**src/pkg/pap_pkg.sv**
```systemverilog
// constants for the pager address packet port
// Operation
// [RQ1] sixteen address slots, set by packets 128..143, slot number in byte 3 low nibble
// [RQ2] host clears a slot's enable bit before altering that slot's assignment
// [RQ3] long address: both slots flagged long, first even, second right after
// [RQ4] host places 2-3 and 2-4 long addresses above 1-x long addresses
// [RQ5] tone-only slot match decodes no vector word
// [RQ6] host sets tone-only on both words of a long address
// [RQ7] each slot holds a 21-bit address from bytes 2..0; host loads valid ones
// [RQ8] outgoing packets leave most significant bit first, packet bit 31 first
// [RQ9] while checksum-disabled, the part identity packet goes out every slot
// [RQ10] data packets from received words queue in a 32-packet buffer
// [RQ11] enabled: send oldest buffered packet, else the unbuffered status packet
// [RQ12] buffer overflow stops decoding and discards the whole buffer
// [RQ13] first block information word of each phase is never forwarded
// [RQ14] info words of format 001, 010, 101 forwarded only with send flag set
// [RQ15] with send flag set, errored info words go out with error flag set
// [RQ16] no vector or message decode after a format 101 info word
// [RQ17] info packet: id 0, error bit 7, phase 6..5, format 2..0, 14 info bits
// [RQ18] error flag set for more than 2 bit errors or failed check character
// [RQ19] error flag clear implies format is 001, 010 or 101
// [RQ20] info bits packed per format: date, time, or system message
// [RQ21] address packet only for under three bit errors matching an enabled slot
// [RQ22] address packet: id 1, priority, phase, long flag, index, tone-only, word number
// [RQ23] only slots with the enable bit set take part in matching
// [RQ24] index 0..15 for slots, 128..143 temporary; long reports once, second word
// [RQ25] tone-only address packet is followed by no vector packet
// [RQ26] host packets routed by byte 3 id, slot updated only on complete packet
package pap_pkg;
  localparam int PAP_SLOTS = 16;
  localparam int PAP_DEPTH = 32;
  localparam int PAP_PKT_BITS = 32;
  localparam logic [7:0] PAP_ID_ASSIGN_HI = 8'h80;
  localparam logic [3:0] PAP_ASSIGN_NIBBLE = 4'h8;
  localparam logic [7:0] PAP_ID_INFO = 8'h00;
  localparam logic [7:0] PAP_ID_ADDRESS = 8'h01;
  localparam logic [3:0] PAP_TEMP_NIBBLE = 4'h8;
  localparam int PAP_ASSIGN_LONG_BIT = 22;
  localparam int PAP_ASSIGN_TONE_BIT = 21;
  localparam logic [2:0] PAP_FMT_DATE = 3'h1;
  localparam logic [2:0] PAP_FMT_TIME = 3'h2;
  localparam logic [2:0] PAP_FMT_SYSMSG = 3'h5;
  localparam logic [1:0] PAP_MAX_GOOD_ERRS = 2'h2;
  // register byte addresses
  localparam logic [7:0] PAP_REG_CONTROL = 8'h00;
  localparam logic [7:0] PAP_REG_SLOT_ENABLE = 8'h04;
  localparam logic [7:0] PAP_REG_STATUS = 8'h08;
  localparam logic [7:0] PAP_REG_STATUS_PKT = 8'h0c;
  // control fields
  localparam int PAP_CTL_SEND_INFO = 0;
  localparam int PAP_CTL_DECODE_ON = 1;
  localparam int PAP_CTL_CLR_OVF = 2;
  // status fields
  localparam int PAP_ST_OVF = 8;
  localparam int PAP_ST_CKSUM_OFF = 9;
  localparam logic [31:0] PAP_RESET_STATUS_PKT = 32'h00000000;
  localparam logic [1:0] PAP_HTRANS_NONSEQ = 2'h2;
endpackage

```
**src/rtl/pap_port.sv**
```systemverilog
// packet layer of the decoder's host serial port with AHB-Lite register access
//
// The implementer's own choices: the register offsets and the AHB-Lite register port.
`timescale 1ns/100ps
module pap_port #(
  parameter logic [31:0] PART_ID_WORD = 32'h7e5a0001 // arbitrary identity value
) (
  input wire logic hclk, // system clock
  input wire logic hresetn, // async reset, active low
  input wire logic clk_en, // freezes all state while low
  input wire logic hsel, // slave select
  input wire logic [31:0] haddr, // byte address
  input wire logic [1:0] htrans, // transfer type
  input wire logic hwrite, // write strobe
  input wire logic [2:0] hsize, // transfer size, word only
  input wire logic [31:0] hwdata, // write data
  input wire logic hready, // bus ready in
  output logic hreadyout, // slave ready
  output logic [31:0] hrdata, // read data
  output logic hresp, // always okay
  input wire logic spi_sck, // host serial clock, pin
  input wire logic spi_mosi, // host to decoder data, pin
  input wire logic spi_ss_n, // frame select, active low, pin
  output logic spi_miso, // decoder to host data
  output logic spi_miso_oe_n, // miso drive enable, active low
  input wire logic checksum_off, // decoder disabled by checksum
  input wire logic rx_info_valid, // received block information word
  input wire logic rx_info_first, // first info word of its phase
  input wire logic [1:0] rx_phase, // phase of the received word
  input wire logic [1:0] rx_bit_errs, // bit errors, saturating at 3
  input wire logic rx_check_fail, // check character failed
  input wire logic [2:0] rx_info_format, // info word format field
  input wire logic [13:0] rx_info_bits, // info bits, packed per format
  input wire logic rx_addr_valid, // received address word
  input wire logic [20:0] rx_addr_value, // received address value
  input wire logic rx_addr_priority, // received as priority address
  input wire logic [6:0] rx_vector_wn, // vector word number
  input wire logic rx_temp_hit, // temporary address matched upstream
  input wire logic [3:0] rx_temp_index, // which temporary address
  input wire logic rx_pkt_valid, // prebuilt vector or message packet
  input wire logic [31:0] rx_pkt_data, // that packet
  output logic decode_on, // decoding running
  output logic vector_skip // pulse: do not decode the vector or messages
);
  import pap_pkg::*;

  ////////////////////////////////////////////////////////////////////////
  // functions
  function automatic logic info_format_ok(input logic [2:0] f);
    info_format_ok = (f == PAP_FMT_DATE) || (f == PAP_FMT_TIME) || (f == PAP_FMT_SYSMSG);
  endfunction

  function automatic logic [4:0] first_set(input logic [PAP_SLOTS-1:0] v);
    first_set = 5'h10;
    for (int i = PAP_SLOTS - 1; i >= 0; i--) begin
      if (v[i]) begin
        first_set = 5'(i);
      end
    end
  endfunction

  // slot number of an assignment packet, low nibble of its id byte
  function automatic logic [3:0] slot_of(input logic [31:0] w);
    slot_of = w[27:24];
  endfunction

  ////////////////////////////////////////////////////////////////////////
  // register bus
  logic send_info;
  logic decode_en;
  logic overflow;
  logic [PAP_SLOTS-1:0] slot_enable_bit;
  logic [31:0] status_pkt;
  logic [7:0] wr_addr;
  logic wr_pend;
  logic [5:0] fifo_count;
  logic ovf_event;
  logic bus_take;
  logic [31:0] rd_word;

  // zero wait states: every transfer completes in its first data cycle
  assign hreadyout = 1'b1;
  assign hresp = 1'b0;
  assign bus_take = hsel && hready && (htrans == PAP_HTRANS_NONSEQ);
  // an overflow stops decoding until software clears it
  assign decode_on = decode_en && !overflow;

  always_comb begin
    unique case (haddr[7:0])
      PAP_REG_CONTROL: rd_word = {30'h0, decode_en, send_info};
      PAP_REG_SLOT_ENABLE: rd_word = {16'h0, slot_enable_bit};
      PAP_REG_STATUS: rd_word = {22'h0, checksum_off, overflow, 2'h0, fifo_count};
      PAP_REG_STATUS_PKT: rd_word = status_pkt;
      default: rd_word = 32'h0;
    endcase
  end

  always_ff @(posedge hclk or negedge hresetn) begin
    if (!hresetn) begin
      wr_pend <= 1'b0;
      wr_addr <= 8'h0;
      hrdata <= 32'h0;
    end else if (clk_en) begin
      // write data only arrives in the data phase, so the target is kept
      wr_pend <= bus_take && hwrite;
      wr_addr <= haddr[7:0];
      if (bus_take && !hwrite) begin
        hrdata <= rd_word;
      end
    end
  end

  always_ff @(posedge hclk or negedge hresetn) begin
    if (!hresetn) begin
      send_info <= 1'b0;
      decode_en <= 1'b0;
      slot_enable_bit <= '0;
      status_pkt <= PAP_RESET_STATUS_PKT;
    end else if (clk_en && wr_pend) begin
      unique case (wr_addr)
        PAP_REG_CONTROL: begin
          send_info <= hwdata[PAP_CTL_SEND_INFO];
          decode_en <= hwdata[PAP_CTL_DECODE_ON];
        end
        PAP_REG_SLOT_ENABLE: slot_enable_bit <= hwdata[15:0];
        PAP_REG_STATUS_PKT: status_pkt <= hwdata;
        default: ;
      endcase
    end
  end

  // overflow latch; a new overflow wins over a software clear
  always_ff @(posedge hclk or negedge hresetn) begin
    if (!hresetn) begin
      overflow <= 1'b0;
    end else if (clk_en) begin
      if (ovf_event) begin
        overflow <= 1'b1; // RQ12
      end else if (wr_pend && wr_addr == PAP_REG_CONTROL && hwdata[PAP_CTL_CLR_OVF]) begin
        overflow <= 1'b0;
      end
    end
  end

  ////////////////////////////////////////////////////////////////////////
  // serial pins: two-flop synchronisers, then edge detection
  logic [1:0] sck_sync;
  logic [1:0] mosi_sync;
  logic [1:0] ss_sync;
  logic sck_last;
  logic ss_last;
  logic sck_rise;
  logic sck_fall;
  logic frame_start;

  always_ff @(posedge hclk or negedge hresetn) begin
    if (!hresetn) begin
      // idle levels, so release from reset shows no false edge
      sck_sync <= 2'b00;
      mosi_sync <= 2'b00;
      ss_sync <= 2'b11;
      sck_last <= 1'b0;
      ss_last <= 1'b1;
    end else if (clk_en) begin
      sck_sync <= {sck_sync[0], spi_sck};
      mosi_sync <= {mosi_sync[0], spi_mosi};
      ss_sync <= {ss_sync[0], spi_ss_n};
      sck_last <= sck_sync[1];
      ss_last <= ss_sync[1];
    end
  end

  assign sck_rise = sck_sync[1] && !sck_last && !ss_sync[1];
  assign sck_fall = !sck_sync[1] && sck_last && !ss_sync[1];
  assign frame_start = ss_last && !ss_sync[1];

  ////////////////////////////////////////////////////////////////////////
  // transmit buffer
  logic [31:0] fifo_mem [PAP_DEPTH];
  logic [4:0] fifo_wr;
  logic [4:0] fifo_rd;
  logic push;
  logic [31:0] push_data;
  logic pop;

  assign ovf_event = push && (fifo_count == 6'(PAP_DEPTH));

  // storage has no reset; pointers and count say what is valid
  always_ff @(posedge hclk) begin
    if (clk_en && push && !ovf_event) begin
      fifo_mem[fifo_wr] <= push_data; // RQ10
    end
  end

  always_ff @(posedge hclk or negedge hresetn) begin
    if (!hresetn) begin
      fifo_wr <= 5'h0;
      fifo_rd <= 5'h0;
      fifo_count <= 6'h0;
    end else if (clk_en) begin
      if (ovf_event) begin
        fifo_wr <= 5'h0; // RQ12
        fifo_rd <= 5'h0;
        fifo_count <= 6'h0;
      end else begin
        if (push) begin
          fifo_wr <= fifo_wr + 5'h1;
        end
        if (pop) begin
          fifo_rd <= fifo_rd + 5'h1;
        end
        fifo_count <= fifo_count + 6'(push) - 6'(pop);
      end
    end
  end

  ////////////////////////////////////////////////////////////////////////
  // outgoing packet selection and shifter
  logic [31:0] tx_shift;
  logic [31:0] tx_pick;

  // pick at frame start so the first bit is ready before the first rising edge
  assign pop = frame_start && !checksum_off && fifo_count != 6'h0 && !ovf_event; // RQ11

  // a head that an overflow discards in the same cycle is not sent
  always_comb begin
    if (checksum_off) begin
      tx_pick = PART_ID_WORD; // RQ9
    end else if (pop) begin
      tx_pick = fifo_mem[fifo_rd]; // RQ11
    end else begin
      tx_pick = status_pkt; // RQ11
    end
  end

  always_ff @(posedge hclk or negedge hresetn) begin
    if (!hresetn) begin
      tx_shift <= 32'h0;
      spi_miso <= 1'b0;
      spi_miso_oe_n <= 1'b1;
    end else if (clk_en) begin
      spi_miso_oe_n <= ss_sync[1];
      if (frame_start) begin
        tx_shift <= {tx_pick[30:0], 1'b0};
        spi_miso <= tx_pick[31]; // RQ8
      end else if (sck_fall) begin
        spi_miso <= tx_shift[31]; // RQ8
        tx_shift <= {tx_shift[30:0], 1'b0};
      end
    end
  end

  ////////////////////////////////////////////////////////////////////////
  // incoming host packets and slot store
  logic [31:0] rx_shift;
  logic [5:0] rx_bits;
  logic [20:0] slot_addr [PAP_SLOTS];
  logic [PAP_SLOTS-1:0] slot_long;
  logic [PAP_SLOTS-1:0] slot_tone;
  logic [31:0] rx_word;
  logic rx_done;

  // a frame cut short never completes, so no slot is touched
  assign rx_word = {rx_shift[30:0], mosi_sync[1]};
  assign rx_done = sck_rise && rx_bits == 6'(PAP_PKT_BITS - 1);

  always_ff @(posedge hclk or negedge hresetn) begin
    if (!hresetn) begin
      rx_shift <= 32'h0;
      rx_bits <= 6'h0;
    end else if (clk_en) begin
      if (frame_start) begin
        rx_bits <= 6'h0;
      end else if (sck_rise) begin
        rx_shift <= rx_word;
        rx_bits <= rx_done ? 6'h0 : rx_bits + 6'h1;
      end
    end
  end

  always_ff @(posedge hclk or negedge hresetn) begin
    if (!hresetn) begin
      slot_long <= '0;
      slot_tone <= '0;
      for (int i = 0; i < PAP_SLOTS; i++) begin
        slot_addr[i] <= 21'h0;
      end
    end else if (clk_en && rx_done && rx_word[31:28] == PAP_ASSIGN_NIBBLE) begin // RQ26
      slot_addr[slot_of(rx_word)] <= rx_word[20:0]; // RQ1 RQ7
      slot_long[slot_of(rx_word)] <= rx_word[PAP_ASSIGN_LONG_BIT];
      slot_tone[slot_of(rx_word)] <= rx_word[PAP_ASSIGN_TONE_BIT];
    end
  end

  ////////////////////////////////////////////////////////////////////////
  // address matching
  logic [PAP_SLOTS-1:0] hit;
  logic [PAP_SLOTS-1:0] long_armed;
  logic [PAP_SLOTS-1:0] report;
  logic [4:0] win;
  logic addr_good;

  assign addr_good = rx_addr_valid && decode_on && rx_bit_errs <= PAP_MAX_GOOD_ERRS; // RQ21

  always_comb begin
    for (int i = 0; i < PAP_SLOTS; i++) begin
      hit[i] = slot_enable_bit[i] && slot_addr[i] == rx_addr_value; // RQ23
    end
    // long second word reports only when its even partner matched just before
    for (int j = 0; j < PAP_SLOTS / 2; j++) begin
      report[2*j] = hit[2*j] && !slot_long[2*j];
      report[2*j+1] = hit[2*j+1] && (!slot_long[2*j+1] || long_armed[2*j]); // RQ24
    end
  end

  // lowest reporting slot wins when several match
  assign win = first_set(report);

  // any other address word in between disarms the pair

  always_ff @(posedge hclk or negedge hresetn) begin
    if (!hresetn) begin
      long_armed <= '0;
    end else if (clk_en && rx_addr_valid) begin
      for (int i = 0; i < PAP_SLOTS; i++) begin
        long_armed[i] <= addr_good && hit[i] && slot_long[i] && (i % 2 == 0); // RQ3
      end
    end
  end

  ////////////////////////////////////////////////////////////////////////
  // data packet generation
  logic info_err;
  logic info_fwd;
  logic addr_fwd;
  logic [7:0] addr_index;
  logic addr_tone;

  assign info_err = rx_bit_errs > PAP_MAX_GOOD_ERRS || rx_check_fail; // RQ18
  // errored words are forwarded regardless of format; clean ones only in the set
  assign info_fwd = rx_info_valid && decode_on && !rx_info_first && send_info &&
                    (info_err || info_format_ok(rx_info_format)); // RQ13 RQ14 RQ15 RQ19
  assign addr_fwd = addr_good && (rx_temp_hit || !win[4]);
  assign addr_index = rx_temp_hit ? {PAP_TEMP_NIBBLE, rx_temp_index} : {4'h0, win[3:0]}; // RQ24
  assign addr_tone = !rx_temp_hit && slot_tone[win[3:0]];

  always_comb begin
    push = 1'b0;
    push_data = 32'h0;
    if (info_fwd) begin
      push = 1'b1;
      push_data = {PAP_ID_INFO, info_err, rx_phase, 2'h0, rx_info_format,
                   2'h0, rx_info_bits}; // RQ17 RQ20
    end else if (addr_fwd) begin
      push = 1'b1;
      push_data = {PAP_ID_ADDRESS, rx_addr_priority, rx_phase,
                   !rx_temp_hit && slot_long[win[3:0]], 4'h0,
                   addr_index, addr_tone, rx_vector_wn}; // RQ22
    end else if (rx_pkt_valid && decode_on) begin
      push = 1'b1;
      push_data = rx_pkt_data;
    end
  end

  // tells the vector stage to skip tone-only hits and error-free format 101 info words
  always_ff @(posedge hclk or negedge hresetn) begin
    if (!hresetn) begin
      vector_skip <= 1'b0;
    end else if (clk_en) begin
      vector_skip <= (addr_fwd && addr_tone) || // RQ5 RQ25
                     (rx_info_valid && !info_err && rx_info_format == PAP_FMT_SYSMSG); // RQ16
    end
  end
endmodule

```
**config.mk**
```make
export PLATFORM = sky130hd
export DESIGN_NAME = pap_port
export DESIGN_NICKNAME = d
export VERILOG_FILES = /design/src/pkg/pap_pkg.sv /design/src/rtl/pap_port.sv
export SDC_FILE = /design/constraint.sdc
export NUM_CORES = 2
export LEC_CHECK = 0
export BUFFER_PORTS_ARGS = -buffer_cell sky130_fd_sc_hd__buf_2
export CAP_MARGIN = 20
export CORE_UTILIZATION = 55
export CTS_BUF_LIST = sky130_fd_sc_hd__clkbuf_16
export CTS_CLUSTER_DIAMETER = 40
export DETAILED_ROUTE_END_ITERATION = 10
export GPL_ROUTABILITY_DRIVEN = 1
export PLACE_DENSITY = 0.75
export SLEW_MARGIN = 15
export SYNTH_ARGS = -nofsm -noshare
export SYNTH_HDL_FRONTEND = slang
export SYNTH_SLANG_ARGS = --single-unit
```
**constraint.sdc**
```tcl
create_clock -name hclk -period 11.4 [get_ports hclk]
set_input_delay 2.85 -clock hclk [delete_from_list [all_inputs] [get_ports hclk]]
set_output_delay 2.85 -clock hclk [all_outputs]
set_load 0.01 [all_outputs]
```
==> reports/results.ini <==
[place]
io_buffers=179
place.gp.congestion=0.9311
dp_hpwl_microns=111100

[floorplanning]
fp.coreArea_sq_um=121900
start_util=0.5550
rows=128
die_x_microns=352.7
fp.dieArea_sq_um=124400
die_y_microns=352.7
io_pins=209

[sta]
tightest_slew_ns=1.254
grt_setup_unrepaired=no
max_slew_margin=0.1643
finalHoldViolations=0
max_freq_ghz=0.1149
slew_viol_final=0
holdWs_ns=0.4653
period_needed_ns=8.700
finalCritPeriodShare=0.7631
setup_tns_ns=0
setup_viol=0
skew_ns=0.05213

[clock_network]
postCtsSetupRepairBufs=0
clk_latency_ns=0.82
ctsHoldBuffers=0
cts_tree=built
clock_path_buffers=3
root_buffer=clkbuf_16
cts.sinks=1586
htreeDepth=4
cts-buffers-inserted=187
clkSlewWorstSetupHoldPaths_ns=0.06
ctsResizeCount=0

[power]
vdd.ir_drop.worst_uv=173.6
p_leak_nw=26.03
powerDensity_nw_per_um2=174.9

[routing]
vias=39030
drt_iter0_markers=4655
post_drt_via_cell_ratio=6.480
ant_nets=0
drt-pass1-iter-count=6
wl_per_cell_microns=31.68
wl_microns=190800
drc=0

[critical_path]
worstReg2RegEnd=fifo_mem[5][10]$_DFFE_PP_
r2r_slack_ns=5.11
crit_required_ns=11.84
cpPeakStageDelay_ns=1.17
path_class=in2reg
rr_worst_depth=11
critPathBufInv=3
cp-start-kind=input port
path_delay_family=simple AND/OR/NAND/NOR gates
endpoint_kind=flip-flop
arrival_ns=9.14
cp_max_fo=19
cpMostUsedCell=buf_4
worst_r2r_startpoint=slot_addr[308]$_DFFE_PN0P_
cpMaxStageDelayCell=nor2_4
critical_path.cell_chain=buf_2 -> buf_4 -> xor2_1 -> or4b_2 -> nor4b_1 -> nand4_1 -> o2111ai_1 -> nor4_1 -> or2_2 -> a21oi_1 -> nand3_1 -> nor2_4 -> buf_4

[logic_synthesis]
ys_types=81
syn_nets=4165
synth_edf_count=1024
yosysTopAreaCellShare=0.4546
synth-seq-area-share=0.6625
syn_inst=3978
synthArstFlopShare=0.3544
avgSynthCellArea_sq_um=17.00
yosysTopAreaCell=edfxtp_1
ys.flop_type=edfxtp_1
ys_top_cells_by_area=edfxtp_1 (45%), dfrtp_1 (21%), mux4_2 (11%), mux2_2 (8.1%), xnor2_1 (2.8%)
ys_ff_latch=1586
ys_warn_count=0
syn_area_sq_um=67640

[job]
drv_cap=0

[hold_path]
hp-class=reg2reg
hold_end=tx_shift[1]$_DFFE_PN0P_
worstHoldStart=tx_shift[1]$_DFFE_PN0P_
hold_depth=2

[status]
status=complete, no violations

[layout]
final_cell_mix=edfxtp_1 (1024), dfrtp_1 (554), mux2_2 (485)
nets=4419
final_common_cell=edfxtp_1
drive_gt1_frac=0.3400
area_growth_pct=14.53

[global_routing]
grt_pass1_wl_microns=275400
antenna_found_initial=10
grt_overflow=0
grt_max_degree=177
grt_usage=0.3092
grt_pass1_vias=39700

[logic make-up (layout without fill, tap and decap cells)]
group,after synthesis,in the layout,synth area share
other cells,2,9,0.0001110
mux,862,862,0.1961
buf+inv,270,683,0.01641
simple gates,672,672,0.05440
xor+xnor,325,325,0.04208
fa+ha+maj,16,16,0.003071
flops,1586,1586,0.6625
compound gates,245,245,0.02530
[flip-flops by register name, indices dropped and copies added, names as in the netlist, 5 cells and up]
name and count:
fifo_rd 5, fifo_mem 1024, status_pkt 32, rx_bits 6
slot_enable_bit 16, tx_shift 31, slot_addr 336, slot_long 16
fifo_wr 5, slot_tone 16, fifo_count 6, hrdata 32
wr_addr 8, rx_shift 31, long_armed 8
[cell type report]
| class | instances | area (sq um) |
|---|---|---|
| Tap cell | 1625 | 2033 |
| Clock inverter | 160 | 1579 |
| Antenna cell | 7 | 17.52 |
| Multi-Input combinational cell | 2122 | 22130 |
| Clock buffer | 188 | 4705 |
| Inverter | 39 | 146.4 |
| Sequential cell | 1586 | 44830 |
| Timing Repair Buffer | 296 | 2034 |
| Fill cell | 8354 | 44400 |
[worst max path at each step]
stage / start / endpoint / slack, ns / depth (start not counted)
finish: rx_addr_value[14] / fifo_mem[5][10]$_DFFE_PP_ / 2.70 / 13
floorplan: rx_addr_value[15] / fifo_mem[0][20]$_DFFE_PP_ / 3.73 / 14
global placement: rx_addr_value[14] / fifo_mem[14][13]$_DFFE_PP_ / 2.15 / 13
CTS: rx_addr_value[14] / fifo_mem[5][10]$_DFFE_PP_ / 2.82 / 13
detailed placement: rx_addr_value[14] / fifo_mem[5][13]$_DFFE_PP_ / 2.01 / 13
global route: rx_addr_value[14] / fifo_mem[5][10]$_DFFE_PP_ / 2.54 / 13
[synthesized netlist by cell type (4+ instances only)]
cell and count:
edfxtp_1 1024, dfrtp_1 559, mux2_2 485, mux4_2 322
xnor2_1 219, nand2_1 145, clkbuf_1 142, xor2_1 106
nor2_1 104, nand4_1 94, o21ai_0 83, mux2i_1 55
nor4_1 53, nand2b_1 52, buf_1 43, nand3_1 41
inv_1 39, buf_2 36, and3_1 30, a21oi_1 28
a22o_1 25, nor3_1 22, a221o_1 21, nand4b_1 18
or4_1 18, and2_1 17, or3_1 16, ha_1 15
nor2b_1 14, a31oi_1 13, nand3b_1 11, a22oi_1 8
buf_4 7, nor4b_1 7, a21o_1 6, a32o_1 6
o2111ai_1 6, or2_2 6, and4_1 5, o22ai_1 5
or4b_2 5, a211oi_1 4, a32oi_1 4
[power breakdown]
part	internal [mW]	switching, mW
Combinational	0.539	0.705
Sequential	6.16	0.147
Clock	3.44	2.56
Total	10.1	3.41
[worst reg2reg max path: stages (launching register included)]
cell	delay, ns
dfrtp_1	0.40
xor2_1	0.15
or4b_2	0.67
nor4b_1	0.31
nand4_1	0.49
o2111ai_1	0.40
nor4_1	0.15
or2_2	0.31
a21oi_1	0.56
nand3_1	0.80
nor2_4	1.18
buf_4	0.48
[layer usage]
| layer | track usage | share of wire | wire length, microns |
|---|---|---|---|
| met5 | 0 | 0.00018 | 34 |
| met4 | 0.1420 | 0.047 | 9017 |
| met3 | 0.07053 | 0.092 | 17520 |
| met2 | 0.4929 | 0.48 | 91990 |
| met1 | 0.4067 | 0.38 | 72270 |
[per-stage QoR]
stage	cell area (sq um)	util	setup WS, ns	instances	power [mW]
after floorplan	67640	-	3.727	3978	7.266
after global placement	70760	0.5806	2.148	5646	7.647
after detailed placement	70920	0.5819	2.008	5654	7.671
after CTS	77200	0.6334	2.822	6002	13.60
after global routing	77460	0.6356	2.537	6018	13.93
final	77470	0.6357	2.700	6023	13.55
Note: power is estimated with default switching activity, not from simulation.
